<file path="src/inc/dpt_defines.svh">
/*
 constants for the dual-port ram tester pin interface.
 assumes inclusion by bare name from any design or bench file.
*/
`ifndef DPT_DEFINES_SVH
`define DPT_DEFINES_SVH
`define DPT_ADDR_W      22
`define DPT_PORT_AW     11
`define DPT_HI_AW       16
`define DPT_LO_AW       6
`define DPT_DATA_W      16
`define DPT_BYTE_W      8
`define DPT_NUM_MEM     8
`define DPT_CE_W        16
`define DPT_CC_W        8
`define DPT_IO_W        8
`define DPT_IO_RW_L     7
`define DPT_IO_RW_R     6
`define DPT_IO_OE_L     5
`define DPT_IO_OE_R     4
`define DPT_CC_BUSY_L_A 7
`define DPT_CC_BUSY_R_A 6
`define DPT_CC_BUSY_L_B 5
`define DPT_CC_BUSY_R_B 4
`define DPT_CC_INT_L_A  3
`define DPT_CC_INT_R_A  2
`define DPT_CC_INT_L_B  1
`define DPT_CC_INT_R_B  0
`define DPT_SRC_HIGH    2'h0
`define DPT_SRC_FULL    2'h1
`define DPT_SRC_AOR     2'h2
`define DPT_ONE_ADDR    22'h00_0001
`define DPT_ZERO_ADDR   22'h00_0000
`define DPT_ZERO_BYTE   8'h00
`define DPT_ZERO_WORD   16'h0000
`define DPT_ALL_OFF     8'hff
`define DPT_RST_MIN     2
`endif

</file>
<file path="src/inc/dpt_pkg.sv">
/*
 types for the dual-port ram tester pin interface.
 assumes dpt_defines.svh is on the include path.
*/
`include "dpt_defines.svh"
package dpt_pkg;
  typedef enum logic [4:0] {
    DPT_IDLE  = 5'b0_0001,
    DPT_SETUP = 5'b0_0010,
    DPT_HOLD  = 5'b0_0100,
    DPT_DONE  = 5'b0_1000,
    DPT_RECOV = 5'b1_0000
  } dpt_state_e;

  typedef struct packed {
    logic                    go;
    logic                    wr;
    logic                    left_en;
    logic                    right_en;
    logic [`DPT_BYTE_W-1:0]  sel;
    logic [`DPT_BYTE_W-1:0]  left_wdata;
    logic [`DPT_BYTE_W-1:0]  right_wdata;
  } dpt_req_s;

  typedef struct packed {
    logic busy_l_a;
    logic busy_r_a;
    logic busy_l_b;
    logic busy_r_b;
    logic int_l_a;
    logic int_r_a;
    logic int_l_b;
    logic int_r_b;
  } dpt_cond_s;
endpackage

</file>
<file path="src/hdl/dpt_tester_if.sv">
/*
 pin interface of a stand-alone tester driving eight 2k x 8 dual-port rams.
 assumes the rams arbitrate contention and keep their own mailbox latches;
 a sequencer on core_clk issues one access request at a time.
*/
`timescale 1ns/1ns
`include "dpt_defines.svh"
module dpt_tester_if (
  input  wire logic                     core_clk,
  input  wire logic                     rst,
  input  wire dpt_pkg::dpt_req_s        req,
  input  wire logic                     cnt_load,
  input  wire logic [`DPT_ADDR_W-1:0]   cnt_load_val,
  input  wire logic                     cnt_inc,
  input  wire logic [1:0]               addr_src,
  input  wire logic [`DPT_HI_AW-1:0]    addr_out_reg,
  input  wire logic [`DPT_CC_W-1:0]     condition_inputs,
  input  wire logic [`DPT_DATA_W-1:0]   host_side_data_bus_i,
  output logic      [`DPT_DATA_W-1:0]   host_side_data_bus_o,
  output logic      [`DPT_DATA_W-1:0]   host_side_data_bus_oe,
  output logic      [`DPT_HI_AW-1:0]    addr_bus,
  output logic      [`DPT_LO_AW-1:0]    host_side_address_bus_o,
  output logic      [`DPT_LO_AW-1:0]    host_side_address_bus_oe,
  output logic      [`DPT_CE_W-1:0]     output_control_lines,
  output logic      [`DPT_IO_W-1:0]     gen_io_o,
  output logic      [`DPT_IO_W-1:0]     gen_io_oe,
  output logic                          ready,
  output logic                          done,
  output logic      [`DPT_BYTE_W-1:0]   left_rdata,
  output logic      [`DPT_BYTE_W-1:0]   right_rdata,
  output dpt_pkg::dpt_cond_s            cond,
  output logic                          busy_seen
);

////////////////////////////////////////////////////////////////////////////////
// helpers

  function automatic logic [`DPT_HI_AW-1:0] pick_high(
    input logic [1:0]             src,
    input logic [`DPT_ADDR_W-1:0] cnt,
    input logic [`DPT_HI_AW-1:0]  aor
  );
    case (src)
      `DPT_SRC_AOR: pick_high = aor;
      default:      pick_high = cnt[`DPT_ADDR_W-1:`DPT_LO_AW];
    endcase
  endfunction

  function automatic logic group_busy(
    input dpt_pkg::dpt_cond_s c,
    input logic               le,
    input logic               re
  );
    group_busy = (le & (~c.busy_l_a | ~c.busy_l_b)) |
                 (re & (~c.busy_r_a | ~c.busy_r_b));
  endfunction

////////////////////////////////////////////////////////////////////////////////
// condition inputs

  logic [`DPT_CC_W-1:0] cc_sync;

  dpt_sync u_sync (
    .core_clk (core_clk),
    .rst      (rst),
    .async_in (condition_inputs),
    .sync_out (cc_sync)
  );

  dpt_pkg::dpt_cond_s cond_r;
  dpt_pkg::dpt_cond_s cond_nxt;

  always_comb begin
    cond_nxt.busy_l_a = cc_sync[`DPT_CC_BUSY_L_A];
    cond_nxt.busy_r_a = cc_sync[`DPT_CC_BUSY_R_A];
    cond_nxt.busy_l_b = cc_sync[`DPT_CC_BUSY_L_B];
    cond_nxt.busy_r_b = cc_sync[`DPT_CC_BUSY_R_B];
    cond_nxt.int_l_a  = cc_sync[`DPT_CC_INT_L_A];
    cond_nxt.int_r_a  = cc_sync[`DPT_CC_INT_R_A];
    cond_nxt.int_l_b  = cc_sync[`DPT_CC_INT_L_B];
    cond_nxt.int_r_b  = cc_sync[`DPT_CC_INT_R_B];
  end

////////////////////////////////////////////////////////////////////////////////
// address counter

  logic [`DPT_ADDR_W-1:0] cnt_r;
  logic [`DPT_ADDR_W-1:0] cnt_nxt;
  logic [`DPT_HI_AW-1:0]  abus_r;
  logic [`DPT_HI_AW-1:0]  abus_nxt;
  logic [`DPT_LO_AW-1:0]  hab_r;
  logic [`DPT_LO_AW-1:0]  hab_nxt;

  always_comb begin
    cnt_nxt = cnt_r;
    if (cnt_load) begin
      cnt_nxt = cnt_load_val;
    end else if (cnt_inc) begin
      cnt_nxt = cnt_r + `DPT_ONE_ADDR;
    end
    // upper 11 of addr_bus go left, lower 5 plus host bus go right
    abus_nxt = pick_high(addr_src, cnt_nxt, addr_out_reg);
    hab_nxt  = cnt_nxt[`DPT_LO_AW-1:0];
  end

////////////////////////////////////////////////////////////////////////////////
// access sequencer

  dpt_pkg::dpt_state_e     st_r;
  dpt_pkg::dpt_state_e     st_nxt;
  logic                    wr_r;
  logic                    wr_nxt;
  logic                    le_r;
  logic                    le_nxt;
  logic                    re_r;
  logic                    re_nxt;
  logic [`DPT_BYTE_W-1:0]  sel_r;
  logic [`DPT_BYTE_W-1:0]  sel_nxt;
  logic [`DPT_DATA_W-1:0]  wdata_r;
  logic [`DPT_DATA_W-1:0]  wdata_nxt;
  logic [`DPT_CE_W-1:0]    ce_r;
  logic [`DPT_CE_W-1:0]    ce_nxt;
  logic [`DPT_IO_W-1:0]    io_r;
  logic [`DPT_IO_W-1:0]    io_nxt;
  logic [`DPT_DATA_W-1:0]  doe_r;
  logic [`DPT_DATA_W-1:0]  doe_nxt;
  logic [`DPT_BYTE_W-1:0]  lrd_r;
  logic [`DPT_BYTE_W-1:0]  lrd_nxt;
  logic [`DPT_BYTE_W-1:0]  rrd_r;
  logic [`DPT_BYTE_W-1:0]  rrd_nxt;
  logic                    rdy_r;
  logic                    rdy_nxt;
  logic                    done_r;
  logic                    done_nxt;
  logic                    bsy_r;
  logic                    bsy_nxt;
  logic                    active;
  logic                    lon;
  logic                    ron;
  logic                    stall;

  always_comb begin
    st_nxt    = st_r;
    wr_nxt    = wr_r;
    le_nxt    = le_r;
    re_nxt    = re_r;
    sel_nxt   = sel_r;
    wdata_nxt = wdata_r;
    lrd_nxt   = lrd_r;
    rrd_nxt   = rrd_r;
    done_nxt  = 1'b0;
    stall     = group_busy(cond_r, le_r, re_r);
    bsy_nxt   = stall;
    case (st_r)
      dpt_pkg::DPT_IDLE: begin
        if (req.go) begin
          st_nxt    = dpt_pkg::DPT_SETUP;
          wr_nxt    = req.wr;
          le_nxt    = req.left_en;
          re_nxt    = req.right_en;
          sel_nxt   = req.sel;
          wdata_nxt = {req.left_wdata, req.right_wdata};
        end
      end
      dpt_pkg::DPT_SETUP: begin
        st_nxt = dpt_pkg::DPT_HOLD;
      end
      dpt_pkg::DPT_HOLD: begin
        if (!stall) begin
          st_nxt = dpt_pkg::DPT_DONE;
          if (!wr_r) begin
            lrd_nxt = host_side_data_bus_i[`DPT_DATA_W-1:`DPT_BYTE_W];
            rrd_nxt = host_side_data_bus_i[`DPT_BYTE_W-1:0];
          end
        end
      end
      dpt_pkg::DPT_DONE: begin
        st_nxt   = dpt_pkg::DPT_RECOV;
        done_nxt = 1'b1;
      end
      dpt_pkg::DPT_RECOV: begin
        st_nxt = dpt_pkg::DPT_IDLE;
      end
      default: begin
        st_nxt = dpt_pkg::DPT_IDLE;
      end
    endcase
    active  = (st_nxt == dpt_pkg::DPT_SETUP) || (st_nxt == dpt_pkg::DPT_HOLD);
    // chip enables, strobes and data drive all come from one state in one cycle
    // a side with no memory selected keeps its strobes and data drive off
    lon     = active && le_nxt && (sel_nxt != `DPT_ZERO_BYTE);
    ron     = active && re_nxt && (sel_nxt != `DPT_ZERO_BYTE);
    ce_nxt  = {lon ? ~sel_nxt : `DPT_ALL_OFF,
               ron ? ~sel_nxt : `DPT_ALL_OFF};
    io_nxt  = `DPT_ALL_OFF;
    io_nxt[`DPT_IO_RW_L] = ~(lon && wr_nxt);
    io_nxt[`DPT_IO_RW_R] = ~(ron && wr_nxt);
    io_nxt[`DPT_IO_OE_L] = ~(lon && !wr_nxt);
    io_nxt[`DPT_IO_OE_R] = ~(ron && !wr_nxt);
    doe_nxt = {{`DPT_BYTE_W{lon && wr_nxt}},
               {`DPT_BYTE_W{ron && wr_nxt}}};
    rdy_nxt = (st_nxt == dpt_pkg::DPT_IDLE);
  end

  always_ff @(posedge core_clk) begin
    if (rst) begin
      st_r    <= dpt_pkg::DPT_IDLE;
      cond_r  <= `DPT_ALL_OFF;
      cnt_r   <= `DPT_ZERO_ADDR;
      abus_r  <= `DPT_ZERO_WORD;
      hab_r   <= '0;
      wr_r    <= 1'b0;
      le_r    <= 1'b0;
      re_r    <= 1'b0;
      sel_r   <= `DPT_ZERO_BYTE;
      wdata_r <= `DPT_ZERO_WORD;
      ce_r    <= {`DPT_ALL_OFF, `DPT_ALL_OFF};
      io_r    <= `DPT_ALL_OFF;
      doe_r   <= `DPT_ZERO_WORD;
      lrd_r   <= `DPT_ZERO_BYTE;
      rrd_r   <= `DPT_ZERO_BYTE;
      rdy_r   <= 1'b0;
      done_r  <= 1'b0;
      bsy_r   <= 1'b0;
    end else begin
      st_r    <= st_nxt;
      cond_r  <= cond_nxt;
      cnt_r   <= cnt_nxt;
      abus_r  <= abus_nxt;
      hab_r   <= hab_nxt;
      wr_r    <= wr_nxt;
      le_r    <= le_nxt;
      re_r    <= re_nxt;
      sel_r   <= sel_nxt;
      wdata_r <= wdata_nxt;
      ce_r    <= ce_nxt;
      io_r    <= io_nxt;
      doe_r   <= doe_nxt;
      lrd_r   <= lrd_nxt;
      rrd_r   <= rrd_nxt;
      rdy_r   <= rdy_nxt;
      done_r  <= done_nxt;
      bsy_r   <= bsy_nxt;
    end
  end

////////////////////////////////////////////////////////////////////////////////
// outputs

  assign host_side_data_bus_o     = wdata_r;
  assign host_side_data_bus_oe    = doe_r;
  assign addr_bus                 = abus_r;
  assign host_side_address_bus_o  = hab_r;
  assign host_side_address_bus_oe = {`DPT_LO_AW{1'b1}};
  assign output_control_lines     = ce_r;
  assign gen_io_o                 = io_r;
  assign gen_io_oe                = {`DPT_IO_W{1'b1}};
  assign ready                    = rdy_r;
  assign done                     = done_r;
  assign left_rdata               = lrd_r;
  assign right_rdata              = rrd_r;
  assign cond                     = cond_r;
  assign busy_seen                = bsy_r;
endmodule

</file>
<file path="src/hdl/dpt_sync.sv">
/*
 two-flop synchroniser for a vector of pin levels.
 assumes the inputs are asynchronous to core_clk.
*/
`timescale 1ns/1ns
`include "dpt_defines.svh"
module dpt_sync (
  input  wire logic                   core_clk,
  input  wire logic                   rst,
  input  wire logic [`DPT_CC_W-1:0]   async_in,
  output logic      [`DPT_CC_W-1:0]   sync_out
);
  logic [`DPT_CC_W-1:0] meta_r;
  logic [`DPT_CC_W-1:0] meta_nxt;
  logic [`DPT_CC_W-1:0] sync_r;
  logic [`DPT_CC_W-1:0] sync_nxt;

  always_comb begin
    meta_nxt = async_in;
    sync_nxt = meta_r;
  end

  // inactive busy/interrupt lines idle high
  always_ff @(posedge core_clk) begin
    if (rst) begin
      meta_r <= `DPT_ALL_OFF;
      sync_r <= `DPT_ALL_OFF;
    end else begin
      meta_r <= meta_nxt;
      sync_r <= sync_nxt;
    end
  end

  assign sync_out = sync_r;
endmodule

</file>
<file path="config.mk">
export PLATFORM = sky130hd
export DESIGN_NAME = dpt_tester_if
export DESIGN_NICKNAME = d
export VERILOG_FILES = /design/src/inc/dpt_pkg.sv /design/src/hdl/dpt_tester_if.sv /design/src/hdl/dpt_sync.sv
export VERILOG_INCLUDE_DIRS = /design/src /design/src/inc
export SDC_FILE = /design/constraint.sdc
export NUM_CORES = 1
export LEC_CHECK = 0
export ABC_AREA = 1
export BUFFER_PORTS_ARGS = -buffer_cell sky130_fd_sc_hd__buf_2
export CAP_MARGIN = 0
export CORE_MARGIN = 3
export CORE_UTILIZATION = 31
export CTS_CLUSTER_DIAMETER = 150
export CTS_CLUSTER_SIZE = 16
export DETAILED_ROUTE_END_ITERATION = 7
export PLACE_DENSITY = 0.62
export SETUP_SLACK_MARGIN = 0.1
export SYNTH_ARGS = -nofsm -noshare
export SYNTH_HDL_FRONTEND = slang
export SYNTH_SLANG_ARGS = --single-unit
export TNS_END_PERCENT = 10
</file>
<file path="constraint.sdc">
create_clock -name core_clk -period 3.5 [get_ports core_clk]
set_clock_uncertainty 0.1 [all_clocks]
set_input_delay 0.175 -clock core_clk [delete_from_list [all_inputs] [get_ports core_clk]]
set_output_delay 0.175 -clock core_clk [all_outputs]
set_load 0.1 [all_outputs]
</file>
==> flow_metrics.env, run 1 <==
export IMPL_post_cts_buffers=0
export IMPL_hold_viol=0
export IMPL_critPathLaunchType="register"
export IMPL_ant_nets=0
export IMPL_rows=48
export IMPL_cts_htree_levels=4
export IMPL_yosys_area_share_simple=0.2921
export IMPL_path_clk_slew_ns=0.07
export IMPL_fin_crit_sh=0.6246
export IMPL_synthFlopType="dfxtp_1"
export IMPL_cp_arrival_ns=2.37
export IMPL_critPathRequiredTime_ns=3.69
export IMPL_syn_avg_cell_area_um2=7.489
export IMPL_place_congestion=0.8295
export IMPL_syn2layout_area_growth_pct=41.69
export IMPL_tns_ns=0
export IMPL_hp_start="req[25]"
export IMPL_crit_fanout=23
export IMPL_n_antenna_cell=0
export IMPL_die_y_um=139.6
export IMPL_p_per_area_nw_per_um2=553.7
export IMPL_async_flop_share=0
export IMPL_top_usage_layer="met2"
export IMPL_grt_use_total=0.1595
export IMPL_p_leak_nw=3.830
export IMPL_synth_area_um2=5534
export IMPL_synth_enable_flop_cells=0
export IMPL_cts_made_buffers=17
export IMPL_setup_viol=0
export IMPL_die_w_um=139.6
export IMPL_timing_fmax_mhz=457.4
export IMPL_ys_ff_latch=135
export IMPL_irDropWorstVdd_uv=342.7
export IMPL_rsz0062_at_grt="no"
export IMPL_cp_end_kind="register"
export IMPL_hold_path_end="le_r"
export IMPL_final_nets=1084
export IMPL_start_util=0.3188
export IMPL_synth_compound_area_share=0.08659
export IMPL_cp_slowest_cell="dfxtp_1"
export IMPL_overflow=0
export IMPL_grt_max_degree=45
export IMPL_die_area_um2=19490
export IMPL_ys_seq_area_frac=0.4884
export IMPL_met1_usage=0.2009
export IMPL_worstMarginPinSlew_ns=1.018
export IMPL_grt_pass1_wl_um=25540
export IMPL_clock_path_buffers=2
export IMPL_syn_inst=739
export IMPL_ys_warnings_count=0
export IMPL_cpPeakStageDelay_ns=0.38
export IMPL_r2r_setup_slack_ns=1.31
export IMPL_synth_xor_xnor_area_share=0.003165
export IMPL_met3_usage=0.04433
export IMPL_synth_top_family_by_area="simple AND/OR/NAND/NOR gates"
export IMPL_synth_cell_types=33
export IMPL_hold_path_class="input port to register"
export IMPL_io_pins=215
export IMPL_synth_mux_area_frac=0
export IMPL_worstRegToRegCells=9
export IMPL_yosysMostFrequentCell="dfxtp_1"
export IMPL_crit_chain="nor2_8, nand3_2, nor2_2, buf_4, inv_2, nand2_1, nand2_1, clkinv_1, nand3_1"
export IMPL_numClockSinks=135
export IMPL_grt_pass1_vias=5152
export IMPL_drive_gt1_frac=0.2770
export IMPL_drt_vias_per_instance=4.327
export IMPL_yosysTopAreaCell="dfxtp_1"
export IMPL_yosys_top_cells_count="135 x dfxtp_1, 134 x nand2_1, 105 x nor2_1"
export IMPL_holdPathStages=5
export IMPL_worstReg2RegEnd="gen_io_o[6]"
export IMPL_firstDrtPassIters=5
export IMPL_vias=5301
export IMPL_period_minus_slack_ns=2.186
export IMPL_hold_ws_ns=0.03957
export IMPL_clk_latency_ns=0.42
export IMPL_coreArea_um2=17360
export IMPL_slew_viol_final=0
export IMPL_cap_viol_max_count=0
export IMPL_antenna_found_initial=0
export IMPL_synth_area_leaders="dfxtp_1 49%, nand2_1 9.1%, nand3_1 7.5%"
export IMPL_wl_um=15600
export IMPL_critical_path_class="register to register"
export IMPL_synth_top_area_frac=0.4884
export IMPL_r2r_start="st_r[1]"
export IMPL_wl_per_cell_um=12.73
export IMPL_max_slew_margin_rel=0.3200
export IMPL_cts_tree="yes"
export IMPL_drt_iter0_markers=317
export IMPL_cpMostUsedCell="nand2_1"
export IMPL_status="complete, no violations"
export IMPL_io_buffers=196
export IMPL_drc=0
export IMPL_cts_root_buf="clkbuf_16"
export IMPL_use_met2=0.2651
export IMPL_synth_fa_ha_area_frac=0.002261
export IMPL_dp_final_hpwl_um=10350
==> report_power, final <==
part | internal, mW | switching (mW)
clock | 1.04 | 0.739
sequential | 1.62 | 0.0441
combinational | 0.214 | 0.690
==> worst max path at each step <==
stage,startpoint,end,depth (start not counted),slack (ns)
2_1_floorplan,cond[6],left_rdata[0],9,1.42
3_3_place_gp,st_r[1],output_control_lines[1],9,1.42
3_5_place_dp,st_r[1],gen_io_o[6],9,1.34
4_1_cts,st_r[1],gen_io_o[6],9,1.31
5_1_grt,st_r[1],output_control_lines[0],9,1.11
6_report,st_r[1],gen_io_o[6],9,1.31
==> what timing repair did <==
action	CTS	global route
hold buffers	78	0
endpoints found under the setup margin	0	0
gates resized for setup	0	0
endpoints found under the hold margin	78	0
==> layer usage <==
layer	part of all wire	vias up
li1	-	2786
met1	0.45	2338
met2	0.48	158
met3	0.057	19
met4	0.016	0
met5	0	-
==> registers in the layout, summed over array words and instances (netlist names) <==
name	flops
cnt_r	22
addr_bus	16
host_side_data_bus_o	16
output_control_lines	16
cond	8
left_rdata	8
right_rdata	8
sel_r	8
u_sync.meta_r	8
u_sync.sync_out	8
st_r	5
gen_io_o	4
host_side_data_bus_oe	2
busy_seen	1
done	1
le_r	1
re_r	1
ready	1
wr_r	1
==> critical path, delay by kind of cell, from the launching register on <==
family	cells	cell delay (ns)
buffers and inverters	3	0.64
and+or+nand+nor	6	0.91
DFF	1	0.38
==> placed cells by master (no fill, tap or decap), drive strengths merged, types with 28 or more instances in the layout <==
cell         instances
nand3               84
or2                 31
nand2              136
nor2               108
o21ai               54
inv                 79
buf                200
dfxtp              135
dlygate4sd3         78
a21oi               28
==> cell type report <==
| type | count | area [um^2] |
|---|---|---|
| Tap cell | 225 | 281.5 |
| Clock buffer | 19 | 452.9 |
| Multi-Input combinational cell | 480 | 2193 |
| Clock inverter | 13 | 137.6 |
| Sequential cell | 135 | 2703 |
| Inverter | 75 | 281.5 |
| Fill cell | 1723 | 9515 |
| Timing Repair Buffer | 278 | 1792 |
==> cells by family (layout without fill, tap and decap cells) <==
group | count (synthesis) | in the layout
AND/OR/NAND/NOR | 368 | 368
AO/OA/AOI/OAI | 91 | 91
adder cells (fa/ha/maj) | 1 | 1
XOR/XNOR | 2 | 2
flip-flops | 135 | 135
other | 1 | 18
buffers and inverters | 141 | 385
==> per-stage QoR <==
| step | setup slack, ns | std cells | util | cell area [um^2] | total power [mW] |
|---|---|---|---|---|---|
| 2_1_floorplan | 1.425 | 756 | - | 5598 | 2.397 |
| 3_3_place_gp | 1.418 | 1115 | 0.3728 | 6470 | 2.525 |
| 3_5_place_dp | 1.342 | 1115 | 0.3728 | 6470 | 2.527 |
| 4_1_cts | 1.311 | 1225 | 0.4518 | 7841 | 4.396 |
| 5_1_grt | 1.111 | 1225 | 0.4518 | 7841 | 4.532 |
| 6_report | 1.314 | 1225 | 0.4518 | 7841 | 4.342 |
Note: power is estimated with default switching activity, not from simulation.
==> inputs of run 2 (changes only) <==
==> constraint.sdc (replaced) <==
create_clock -name core_clk -period 2.2 [get_ports core_clk]
set_clock_uncertainty 0.1 [all_clocks]
set_input_delay 0.11 -clock core_clk [delete_from_list [all_inputs] [get_ports core_clk]]
set_output_delay 0.11 -clock core_clk [all_outputs]
set_load 0.1 [all_outputs]
==> run 2 against run 1 <==
Against the previous run:
- hold slack worse by 0.031 ns
- non-clock buffer count up 8
- highest routed layer unchanged
- die area is the same
- register-to-register slack got worse by 0.96 ns
- largest power group unchanged
- sequential share of layout area shrank 0.33 points
==> flow_metrics.env, run 2 (synthesized netlist as in run 1, its figures left out) <==
export IMPL_dp_final_hpwl_um=10450
export IMPL_antenna_found_initial=1
export IMPL_status="complete, no violations"
export IMPL_cts_htree_levels=4
export IMPL_critPathLaunchType="register"
export IMPL_clk_latency_ns=0.42
export IMPL_vias=5368
export IMPL_cts_tree="yes"
export IMPL_regMostFlops="cnt_r"
export IMPL_rows=48
export IMPL_ant_nets=0
export IMPL_setup_viol=0
export IMPL_slew_viol_final=0
export IMPL_cap_viol_max_count=0
export IMPL_hold_viol=0
export IMPL_grt_max_degree=43
export IMPL_drt_iter0_markers=207
export IMPL_r2r_start="st_r[1]"
export IMPL_clock_path_buffers=2
export IMPL_cts_root_buf="clkbuf_16"
export IMPL_max_slew_margin_rel=0.5801
export IMPL_multi_input_area_um2=2201
export IMPL_hold_ws_ns=0.008237
export IMPL_io_pins=215
export IMPL_power_switching_mw=2.295
export IMPL_p_leak_nw=3.866
export IMPL_seqPwrFrac=0.383
export IMPL_cp_arrival_ns=2.09
export IMPL_io_buffers=196
export IMPL_fillers=1722
export IMPL_combPwrFrac=0.211
export IMPL_crit_path_start="st_r[1]"
export IMPL_overflow=0
export IMPL_critPathRequiredTime_ns=2.45
export IMPL_final_common_cell="buf_2"
export IMPL_grt_use_total=0.1635
export IMPL_clkPwrFrac=0.406
export IMPL_start_util=0.3188
export IMPL_fin_crit_sh=0.8382
export IMPL_die_w_um=139.6
export IMPL_r2r_setup_slack_ns=0.36
export IMPL_largest_reg_flops=22
export IMPL_numClockSinks=135
export IMPL_final_cell_mix="196 x buf_2, 135 x dfxtp_1, 134 x nand2_1"
export IMPL_p_per_area_nw_per_um2=872.4
export IMPL_drive_gt1_frac=0.2798
export IMPL_grt_pass1_vias=5255
export IMPL_cts_made_buffers=17
export IMPL_internal_power_mw=4.611
export IMPL_final_nets=1092
export IMPL_timing_fmax_mhz=542.3
export IMPL_irDropWorstVdd_uv=746.8
export IMPL_die_area_um2=19490
export IMPL_hp_start="req[24]"
export IMPL_wl_per_cell_um=12.91
export IMPL_grt_pass1_wl_um=25920
export IMPL_die_y_um=139.6
export IMPL_rsz0062_at_grt="yes"
export IMPL_drc=0
export IMPL_cp_end_kind="register"
export IMPL_coreArea_um2=17360
export IMPL_firstDrtPassIters=5
export IMPL_seqCellArea_um2=2703
export IMPL_sw_frac_of_total=0.3324
export IMPL_postLayoutCoreUtil=0.4561
export IMPL_wl_um=15930
export IMPL_crit_fanout=18
export IMPL_path_clk_slew_ns=0.06
export IMPL_place_congestion=0.8028
export IMPL_tns_ns=0
export IMPL_drt_vias_per_instance=4.350
export IMPL_worstMarginPinSlew_ns=0.6292
export IMPL_hold_path_class="input port to register"
export IMPL_period_minus_slack_ns=1.844
export IMPL_critical_path_class="register to register"
export IMPL_syn2layout_area_growth_pct=43.05
## run 2: cell count changes in the layout (fill, tap and decap cells not counted), sizes merged
cell / previous run / this run
diode: 0 / 1
clkinv: 6 / 7
bufinv: 1 / 2
buf: 200 / 206
inv: 79 / 77
dlygate4sd3: 78 / 80
## run 2: path summary, 6_finish.rpt
path | depth (start not counted) | to
worst max register to register | 8 | output_control_lines[3]
worst max-delay path | 8 | output_control_lines[3]
worst min register to register | 1 | cond[7]
worst min-delay path | 5 | re_r
## run 2: final cells by class
cell class                      instances  area share
Antenna cell                            1   0.0003161
Clock buffer                           19     0.05469
Clock inverter                         13     0.01833
Inverter                               75     0.03556
Multi-Input combinational cell        480      0.2780
Sequential cell                       135      0.3414
Tap cell                              225     0.03556
Timing Repair Buffer                  286      0.2361
## run 2: worst max-delay path, stage by stage, from the launching register on
cell,delay (ns)
dfxtp_1,0.45
nor2_8,0.09
nand3_2,0.10
nor2_4,0.07
inv_2,0.25
nand2_1,0.12
nand2_1,0.09
clkinv_1,0.30
nand3_1,0.20
## run 2: power groups by stage
stage | Sequential (mW) | Combinational (mW) | Clock, mW
2_1_floorplan | 3.19 | 0.628 | 0
3_3_place_gp | 2.69 | 1.34 | 0
3_5_place_dp | 2.69 | 1.34 | 0
4_1_cts | 2.64 | 1.45 | 2.90
5_1_grt | 2.66 | 1.56 | 3.01
6_report | 2.64 | 1.46 | 2.81
## run 2: what timing repair did
action                     CTS  global route
hold buffers                80             0
setup buffers                0             0
hold endpoints to repair    81             0
gates resized for setup      0             2
setup endpoints to repair    0            14
## run 2: stage by stage
| stage | cell area [um^2] | power, mW | worst slack, ns | instances |
|---|---|---|---|---|
| after CTS | 7906 | 6.992 | 0.2195 | 1233 |
| after global placement | 6528 | 4.031 | 0.3392 | 1121 |
| final | 7916 | 6.906 | 0.3559 | 1234 |
| after detailed placement | 6528 | 4.033 | 0.2380 | 1121 |
| after global routing | 7916 | 7.225 | 0.08096 | 1234 |
| after floorplan | 5598 | 3.814 | 0.1246 | 756 |
## run 2: per-layer routing
layer	vias up	GRT usage	share of wire
li1	2799	-	-
met1	2386	0.1987	0.44
met2	162	0.2774	0.49
met3	21	0.05498	0.058
met4	0	0.04589	0.015
met5	-	0	0
